`src/verilog/xma_pkg.sv`:
```
// Package of constants and types for the extended memory ALU operations.
`default_nettype none
package xma_pkg;
    localparam int DATA_W = 8;
    localparam int SECTOR_W = 3;
    localparam int OFFSET_W = 8;
    localparam int ADDR_W = SECTOR_W + OFFSET_W;
    localparam int BIT_W = 3;
    localparam logic [DATA_W-1:0] WREG_RST = 8'h00;
    localparam logic [DATA_W-1:0] CLEAR_VALUE = 8'h00;
    localparam logic [ADDR_W-1:0] ADDR_RST = 11'h000;

    // Operations carried out by the block.
    typedef enum logic [2:0] {
        op_far_add_with_carry,
        op_far_add_with_carry_to_mem,
        op_far_add,
        op_far_add_to_mem,
        op_far_bitwise_and,
        op_far_bitwise_and_to_mem,
        op_far_clear,
        op_far_bit_clear
    } xma_op_t;

    // Status flags held by the block.
    typedef struct packed {
        logic signed_wrap_flag;
        logic zero_flag;
        logic half_carry_flag;
        logic carry_flag;
        logic signed_carry_flag;
    } xma_flags_t;

    localparam xma_flags_t FLAGS_RST = '0;

    // One request from the instruction sequencer.
    typedef struct packed {
        xma_op_t op;
        logic [SECTOR_W-1:0] sector;
        logic [OFFSET_W-1:0] offset;
        logic [BIT_W-1:0] bit_sel;
    } xma_req_t;
endpackage
`default_nettype wire

```
`src/verilog/xma_core.sv`:
```
// Sequencer-facing core: fetches the far operand, executes, writes back.
`default_nettype none
module xma_core
    import xma_pkg::*;
(
    // Clock and reset.
    input wire logic clk_i,
    input wire logic rst_i,
    // Request from the instruction sequencer.
    input wire logic start_i,
    input wire xma_req_t req_i,
    // Direct loads of the working register and flags by other instructions.
    input wire logic wreg_load_i,
    input wire logic [DATA_W-1:0] wreg_load_data_i,
    input wire logic flags_load_i,
    input wire xma_flags_t flags_load_data_i,
    // Data memory port.
    input wire logic mem_rvalid_i,
    input wire logic [DATA_W-1:0] mem_rdata_i,
    output logic mem_rd_o,
    output logic mem_wr_o,
    output logic [ADDR_W-1:0] mem_addr_o,
    output logic [DATA_W-1:0] mem_wdata_o,
    // State seen by the sequencer.
    output logic busy_o,
    output logic done_o,
    output logic [DATA_W-1:0] working_register_o,
    output xma_flags_t flags_o
);
    typedef enum logic [1:0] {st_idle, st_fetch, st_exec} xma_state_t;

    xma_state_t state;
    xma_req_t req_q;
    logic [DATA_W-1:0] mem_q;
    logic [DATA_W-1:0] alu_result;
    xma_flags_t alu_flags;
    logic alu_to_mem;

    ////////////////////////////////////////////////////////////////////////
    // Arithmetic and logic.

    xma_alu u_alu (
        .op_i(req_q.op),
        .bit_sel_i(req_q.bit_sel),
        .wreg_i(working_register_o),
        .mem_i(mem_q),
        .flags_i(flags_o),
        .result_o(alu_result),
        .flags_o(alu_flags),
        .to_mem_o(alu_to_mem)
    );

    ////////////////////////////////////////////////////////////////////////
    // Sequencing.

    // Control state: a request is taken only while idle.
    always_ff @(posedge clk_i) begin
        if (rst_i) begin
            state <= st_idle;
        end else begin
            unique case (state)
                st_idle: begin
                    if (start_i) begin
                        state <= st_fetch;
                    end
                end
                st_fetch: begin
                    if (mem_rvalid_i) begin
                        state <= st_exec;
                    end
                end
                st_exec: begin
                    state <= st_idle;
                end
                // The fourth code is unused; fall back to idle if it ever appears.
                default: begin
                    state <= st_idle;
                end
            endcase
        end
    end

    // Request capture and operand latch.
    always_ff @(posedge clk_i) begin
        if (rst_i) begin
            req_q <= '0;
            mem_q <= WREG_RST;
        end else begin
            if (state == st_idle && start_i) begin
                req_q <= req_i;
            end
            if (state == st_fetch && mem_rvalid_i) begin
                mem_q <= mem_rdata_i;
            end
        end
    end

    // Memory read: the full sector and offset go out, no current sector used.
    always_ff @(posedge clk_i) begin
        if (rst_i) begin
            mem_rd_o <= 1'b0;
            mem_addr_o <= ADDR_RST;
        end else begin
            mem_rd_o <= (state == st_idle) && start_i;
            if (state == st_idle && start_i) begin
                mem_addr_o <= {req_i.sector, req_i.offset};
            end
        end
    end

    // Write back to memory for the memory-destination operations.
    always_ff @(posedge clk_i) begin
        if (rst_i) begin
            mem_wr_o <= 1'b0;
            mem_wdata_o <= WREG_RST;
        end else begin
            mem_wr_o <= (state == st_exec) && alu_to_mem;
            if (state == st_exec && alu_to_mem) begin
                mem_wdata_o <= alu_result;
            end
        end
    end

    // Working register and flags; external loads are ignored while busy.
    always_ff @(posedge clk_i) begin
        if (rst_i) begin
            working_register_o <= WREG_RST;
            flags_o <= FLAGS_RST;
        end else if (state == st_exec) begin
            if (!alu_to_mem) begin
                working_register_o <= alu_result;
            end
            flags_o <= alu_flags;
        end else if (state == st_idle) begin
            if (wreg_load_i) begin
                working_register_o <= wreg_load_data_i;
            end
            if (flags_load_i) begin
                flags_o <= flags_load_data_i;
            end
        end
    end

    // Status toward the sequencer.
    always_ff @(posedge clk_i) begin
        if (rst_i) begin
            busy_o <= 1'b0;
            done_o <= 1'b0;
        end else begin
            busy_o <= (state == st_idle) ? start_i : (state != st_exec);
            done_o <= (state == st_exec);
        end
    end
endmodule
`default_nettype wire

```
`src/verilog/xma_alu.sv`:
```
// Combinational result and flag computation for the extended operations.
`default_nettype none
module xma_alu
    import xma_pkg::*;
(
    // Operation and operands.
    input wire xma_op_t op_i,
    input wire logic [BIT_W-1:0] bit_sel_i,
    input wire logic [DATA_W-1:0] wreg_i,
    input wire logic [DATA_W-1:0] mem_i,
    input wire xma_flags_t flags_i,
    // Result.
    output logic [DATA_W-1:0] result_o,
    output xma_flags_t flags_o,
    output logic to_mem_o
);
    logic cin;
    logic [DATA_W:0] sum;
    logic [4:0] half;
    logic carry_in7;

    // Shared adder; the carry input is used only by the with-carry forms.
    always_comb begin
        cin = (op_i == op_far_add_with_carry) || (op_i == op_far_add_with_carry_to_mem) ?
              flags_i.carry_flag : 1'b0;
        sum = {1'b0, wreg_i} + {1'b0, mem_i} + {8'h00, cin};
        half = {1'b0, wreg_i[3:0]} + {1'b0, mem_i[3:0]} + {4'h0, cin};
        carry_in7 = wreg_i[7] ^ mem_i[7] ^ sum[7];
    end

    // Result, destination and flag selection per operation.
    always_comb begin
        result_o = wreg_i;
        flags_o = flags_i;
        to_mem_o = 1'b0;
        unique case (op_i)
            op_far_add_with_carry, op_far_add_with_carry_to_mem,
            op_far_add, op_far_add_to_mem: begin
                result_o = sum[DATA_W-1:0];
                flags_o.carry_flag = sum[DATA_W];
                flags_o.half_carry_flag = half[4];
                flags_o.signed_wrap_flag = carry_in7 ^ sum[DATA_W];
                flags_o.signed_carry_flag = wreg_i[7] ^ mem_i[7] ^ sum[DATA_W];
                flags_o.zero_flag = (sum[DATA_W-1:0] == 8'h00);
                to_mem_o = (op_i == op_far_add_with_carry_to_mem) ||
                           (op_i == op_far_add_to_mem);
            end
            op_far_bitwise_and, op_far_bitwise_and_to_mem: begin
                result_o = wreg_i & mem_i;
                flags_o.zero_flag = ((wreg_i & mem_i) == 8'h00);
                to_mem_o = (op_i == op_far_bitwise_and_to_mem);
            end
            op_far_clear: begin
                result_o = CLEAR_VALUE;
                to_mem_o = 1'b1;
            end
            op_far_bit_clear: begin
                result_o = mem_i & ~(8'h01 << bit_sel_i);
                to_mem_o = 1'b1;
            end
        endcase
    end
endmodule
`default_nettype wire

```
`config.mk`:
```
export PLATFORM = sky130hd
export DESIGN_NAME = xma_core
export DESIGN_NICKNAME = d
export VERILOG_FILES = /design/src/verilog/xma_pkg.sv /design/src/verilog/xma_core.sv /design/src/verilog/xma_alu.sv
export SDC_FILE = /design/constraint.sdc
export NUM_CORES = 1
export LEC_CHECK = 0
export ABC_AREA = 1
export BUFFER_PORTS_ARGS = -buffer_cell sky130_fd_sc_hd__buf_2
export CORE_MARGIN = 5
export CORE_UTILIZATION = 55
export DETAILED_ROUTE_END_ITERATION = 16
export PLACE_DENSITY = 0.85
export SLEW_MARGIN = 20
export SYNTH_ARGS = -nofsm -noshare
export SYNTH_HDL_FRONTEND = slang
export SYNTH_SLANG_ARGS = --single-unit
```
`constraint.sdc`:
```
create_clock -name clk_i -period 4.42 [get_ports clk_i]
set_input_delay 0 -clock clk_i [delete_from_list [all_inputs] [get_ports clk_i]]
set_output_delay 0 -clock clk_i [all_outputs]
set_load 0.05 [all_outputs]
```
Word-level counts from Yosys, hierarchy flattened
Index checks and enable logic that the tools add are counted.

operators by class
  add/sub/neg operators = 4
  equal/unequal tests = 15
  shift-type cells = 1
  muxes and demuxes = 17
  bitwise logic cells = 7
  reduce and logical (&&, ||, !) cells = 19

operator list
  kind                   number
  $mux W8                4
  $pmux W8 S4            1
  $and A8 B8 Y8          2
  $logic_not A8 Y1       2
  $mux W5                3
  $eq A3 B3 Y1 const B   4
  $add A8 B8 Y9          1
  $add A9 B1 Y9          1
  $reduce_and A3 Y1      3
  $ne A2 B2 Y1 const B   4
  $not A8 Y8             1
  $shl A1 B3 Y8 const A  1
  $eq A3 B2 Y1 const B   2
  $reduce_bool A2 Y1     3
  $add A4 B4 Y5          1
  $add A5 B1 Y5          1
  $mux W2                2
  $pmux W2 S2            1
  $reduce_or A2 Y1       2
  $reduce_or A4 Y1       1
  $xor A1 B1 Y1          4
  $eq A3 B1 Y1 const B   1
  $logic_and A1 B1 Y1    3
  $logic_not A3 Y1       1
  11 further kinds       14

storage, ports and cells
  flip-flop bits (word level) = 52

Depth between registers and ports, before layout
  word-level depth = 8
  mapped depth = 17
  depth with buffers taken out = 16

Hierarchy
Synthesis repeated with hierarchy kept, for this count alone.

second synthesis, totals
  cell total of the unflattened synthesis = 427
  area total of the unflattened synthesis = 2824.0 um2

by module, submodules not included
  module    times used  cells each  area each (um2)  sequential area each (um2)
  xma_core  1           291         2077.0           1041.0
  xma_alu   1           136         747.0            0.0

Least setup slack after synthesis
Ideal clock, no wire load.

  path type = reg-to-reg
  start point = register flags_o[1] in the netlist's numbering
  end point = register mem_wdata_o[6]
  library setup time = 113 ps
  arrival = 2139 ps
  data required time = 4307 ps
  slack = 2168 ps
  stages on the path, launching flop included = 15
  buffers on the path = 0
  period minus slack after synthesis = 2252 ps
  cells stage by stage = dfxtp_1 > nand2_1 > nor2_1 > fa_1 > fa_1 > nand2_1 > nand2_2 > nand3_2 > nand2_1 > nand2_1 > nand2_1 > nand2_1 > o211ai_1 > o21ai_1 > inv_1

on the way
  cells in the longest elaborated chain, start to end = 3

ends and longest elaborated chain
  what                    line             source
  start, declared         xma_core.sv:28   output xma_flags_t flags_o
  start signal, assigned  xma_core.sv:133  flags_o <= alu_flags;
  start signal, assigned  xma_core.sv:139  flags_o <= flags_load_data_i;
  $mux W1                 xma_alu.sv:24    cin = (op_i == op_far_add_with_carry) || (op_i == op_far_add_with_carry_to_mem) ?
  $add A9 B1 Y9           xma_alu.sv:26    sum = {1'b0, wreg_i} + {1'b0, mem_i} + {8'h00, cin};
  $pmux W8 S4             xma_alu.sv:36    unique case (op_i)
  end signal, assigned    xma_core.sv:119  mem_wdata_o <= alu_result;
  end, declared           xma_core.sv:23   output logic [DATA_W-1:0] mem_wdata_o,

No other way between the ends.
A chain may end at the register's enable or synchronous reset.

Final worst setup path
  start point = register req_q[16] in the netlist's numbering
  end point = register flags_o[4] in the netlist's numbering

on the way
  cells in the longest elaborated chain, start to end = 8
  elaborated cells between the ends (all ways) = 14
  those cells by class = add/sub (1); eq/ne (4); mux (3); bitwise (2); reduce/logical (4)

ends and longest elaborated chain
  what                                                     line                          source
  start, declared                                          xma_core.sv:33                xma_req_t req_q;
  start signal, assigned                                   xma_core.sv:90                req_q <= req_i;
  $eq A3 B1 Y1 / $logic_not A3 Y1 (equally long branches)  xma_alu.sv:24, xma_alu.sv:36
  $logic_or A1 B1 Y1                                       xma_alu.sv:24
  $mux W1                                                  xma_alu.sv:24
  $add A9 B1 Y9                                            xma_alu.sv:26
  $xor A1 B1 Y1                                            xma_alu.sv:28                 carry_in7 = wreg_i[7] ^ mem_i[7] ^ sum[7];
  $xor A1 B1 Y1                                            xma_alu.sv:42                 flags_o.signed_wrap_flag = carry_in7 ^ sum[DATA_W];
  $mux W1                                                  xma_alu.sv:36
  $mux W5                                                  xma_core.sv:129               end else if (state == st_exec) begin

Parallel ways exist; a longest one is shown, timed or not. The select of a mux whose other input is x is not followed.

==> metrics.cfg <==
[status]
status=finished clean

[die]
die_w_um=79.5
design.die.area_um2=6320
fp-row-count=25
io_pins=80
initial_core_util=0.566
coreArea_um2=4690
die_h_um=79.5

[min_path]
hold_class=primary input to flop

[logic_synthesis]
yosys-top-cells-area=dfxtp_1 (39%), nor2_1 (8.1%), a21oi_1 (7.3%)
netlist.area_leader.share=0.392
postSynthAreaPerCell_um2=7.24
ys_warn_count=0
syn_area_um2=2660
synthCells=367
synth_most_common_cell=nor2_1
synth.largest_area_cell=dfxtp_1
synth_edf_count=0
synthFlopType=dfxtp_1
synth_common_cells=nor2_1 (57), dfxtp_1 (52), nand2_1 (48)
ys_ff_latch=52
synth_cell_types=35
syn_nets=421
yosysSeqAreaShare=0.392
async_reset_ff_frac=0

[route]
drt-pass1-iter-count=6
post_drt_via_cell_ratio=5.55
drt_iter0_markers=187
drt_wl_total_mm=8.08
wl_per_cell_um=15.3
ant_nets=0
vias=2934
drc_errors=0

[critical_path]
r2r-end=flags_o[4]
critPathLaunch=req_q[16]
path_common_cell=nand2_1
crit_end=flags_o[4]
crit_type=flop to flop
crit_fanout=9
cp_cell_sequence=inv_1 -> nand2_1 -> nor2_1 -> fa_1 -> fa_1 -> nand2_1 -> nand2_2 -> nand3_2 -> nand2_1 -> nand2_1 -> nand2_1 -> nand2_1 -> nand2_1 -> nand3_1 -> nand2_1 -> a21oi_1
endpoint_kind=flop
max_stage_delay_ps=600
rrSetupSlack_ps=1690
start_kind=flop
r2r-start=req_q[16]
r2r_cells=16
cp_slowest_cell=dfxtp_1
cp.required_ps=4670
critPathArrivalTime_ps=2980

[timing]
setup_tns_ps=0
fin_skew_ps=6.38
tightest_slew_ps=939
setup_viol=0
rsz0062_at_grt=false
slew_headroom=0.373
setup_slack_ps=1690
holdWs_ps=11.1
hold_viol_final=0
slew_viol_final=0
fin_crit_ps=2730
min_period_over_period=0.618
clock.fmax_mhz=366

[global_route]
grt_util_all_layers=0.265
grt.overflow.total=0
grt_pass1_vias=2754
grt_max_degree=38
grt_pass1_wl_mm=13.1
antenna_found_initial=0

[placed_design]
io_buffer_count=79
gp_congestion=0.933
hpwl_mm=5.50
post-place-ws_ps=1770

[clock_tree]
cts_sinks=52
cts-buffers-inserted=5
cts-resized-gates=0
clock_path_buffers=2
path_clk_slew_ps=100
cts_tree=yes
clock_latency_ps=310
h-tree-depth=2
root_buffer=clkbuf_8

[pwr]
power_density_nw_per_um2=327
total_power_mw=1.14
irDropWorstVdd_v=0.000209
power.leakage_nw=1.70

[finish]
syn_to_final_growth_pct=31.3
num_antenna_cells=0
drive_gt1_frac=0.217
nNetsFinal=528
fin_util=0.743

[job]
maxCapViolCount=0

-- report_power, final --
group          internal (mW)  total [mW]  switching, mW
combinational          0.106       0.327          0.220
sequential             0.503       0.535         0.0325
clock                  0.113       0.277          0.164
total                  0.722        1.14          0.417
-- how the worst min path moves through the flow --
stage / endpoint / start / cells after the start
floorplan: state[0] / mem_rvalid_i / 1
global placement: state[0] / mem_rvalid_i / 2
detailed placement: state[0] / mem_rvalid_i / 2
CTS: mem_q[0] / mem_rdata_i[0] / 3
global route: req_q[15] / req_i[15] / 3
finish: req_q[15] / req_i[15] / 3
-- cell type report --
class                           instances  area (um^2)
Timing Repair Buffer                  113          736
Fill cell                             363         1200
Clock buffer                            6         72.6
Inverter                               47          181
Tap cell                               54         67.6
Multi-Input combinational cell        255         1370
Clock inverter                          2         16.3
Sequential cell                        52         1040
-- sequential cells by signal (all words and copies together), names as in the netlist --
register,cells
mem_addr_o,11
mem_q,8
mem_wdata_o,8
working_register_o,8
req_q,6
flags_o,5
state,2
busy_o,1
done_o,1
mem_rd_o,1
mem_wr_o,1
-- worst max-delay path: cells and delay by family (launching register included) --
family | cells | cell delay [ps]
simple gates | 12 | 930
fa+ha+maj | 2 | 830
flops | 1 | 600
buf+inv | 1 | 210
compound gates | 1 | 120
-- placed cells by master, fill, tap and decap left out, drive strengths merged, types with 2 or more instances in the layout --
cell type / instances
a21oi: 43
buf: 79
clkbuf: 6
dfxtp: 52
dlygate4sd3: 34
fa: 2
ha: 8
inv: 47
nand2: 53
nand3: 24
nand4: 2
nor2: 58
o211ai: 5
o21ai: 45
o221ai: 2
o311ai: 5
-- cells by family after synthesis --
group | Yosys count | synth area share
compound gates | 105 | 0.227
xor+xnor | 1 | 0.00330
fa+ha+maj | 10 | 0.0527
buf+inv | 60 | 0.0913
flops | 52 | 0.392
simple gates | 139 | 0.234
-- through the flow --
step,cells,cell area (um^2)
floorplan,367,2660
global placement,487,3060
detailed placement,487,3060
CTS,529,3490
global route,529,3490
finish,529,3490
-- metal layers --
| metal | GRT usage | wire, um | up-vias |
|---|---|---|---|
| li1 | - | - | 1435 |
| met3 | 0.0542 | 676 | 27 |
| met2 | 0.440 | 3810 | 136 |
| met4 | 0.101 | 242 | 0 |
| met5 | 0 | 0 | - |
| met1 | 0.335 | 3350 | 1336 |
-- timing repair --
action,in CTS,in global routing
setup endpoints to repair,0,0
endpoints found under the hold margin,34,0
hold buffers,34,0
buffers inserted,0,0
No activity file was read; power rests on OpenSTA's default activity.
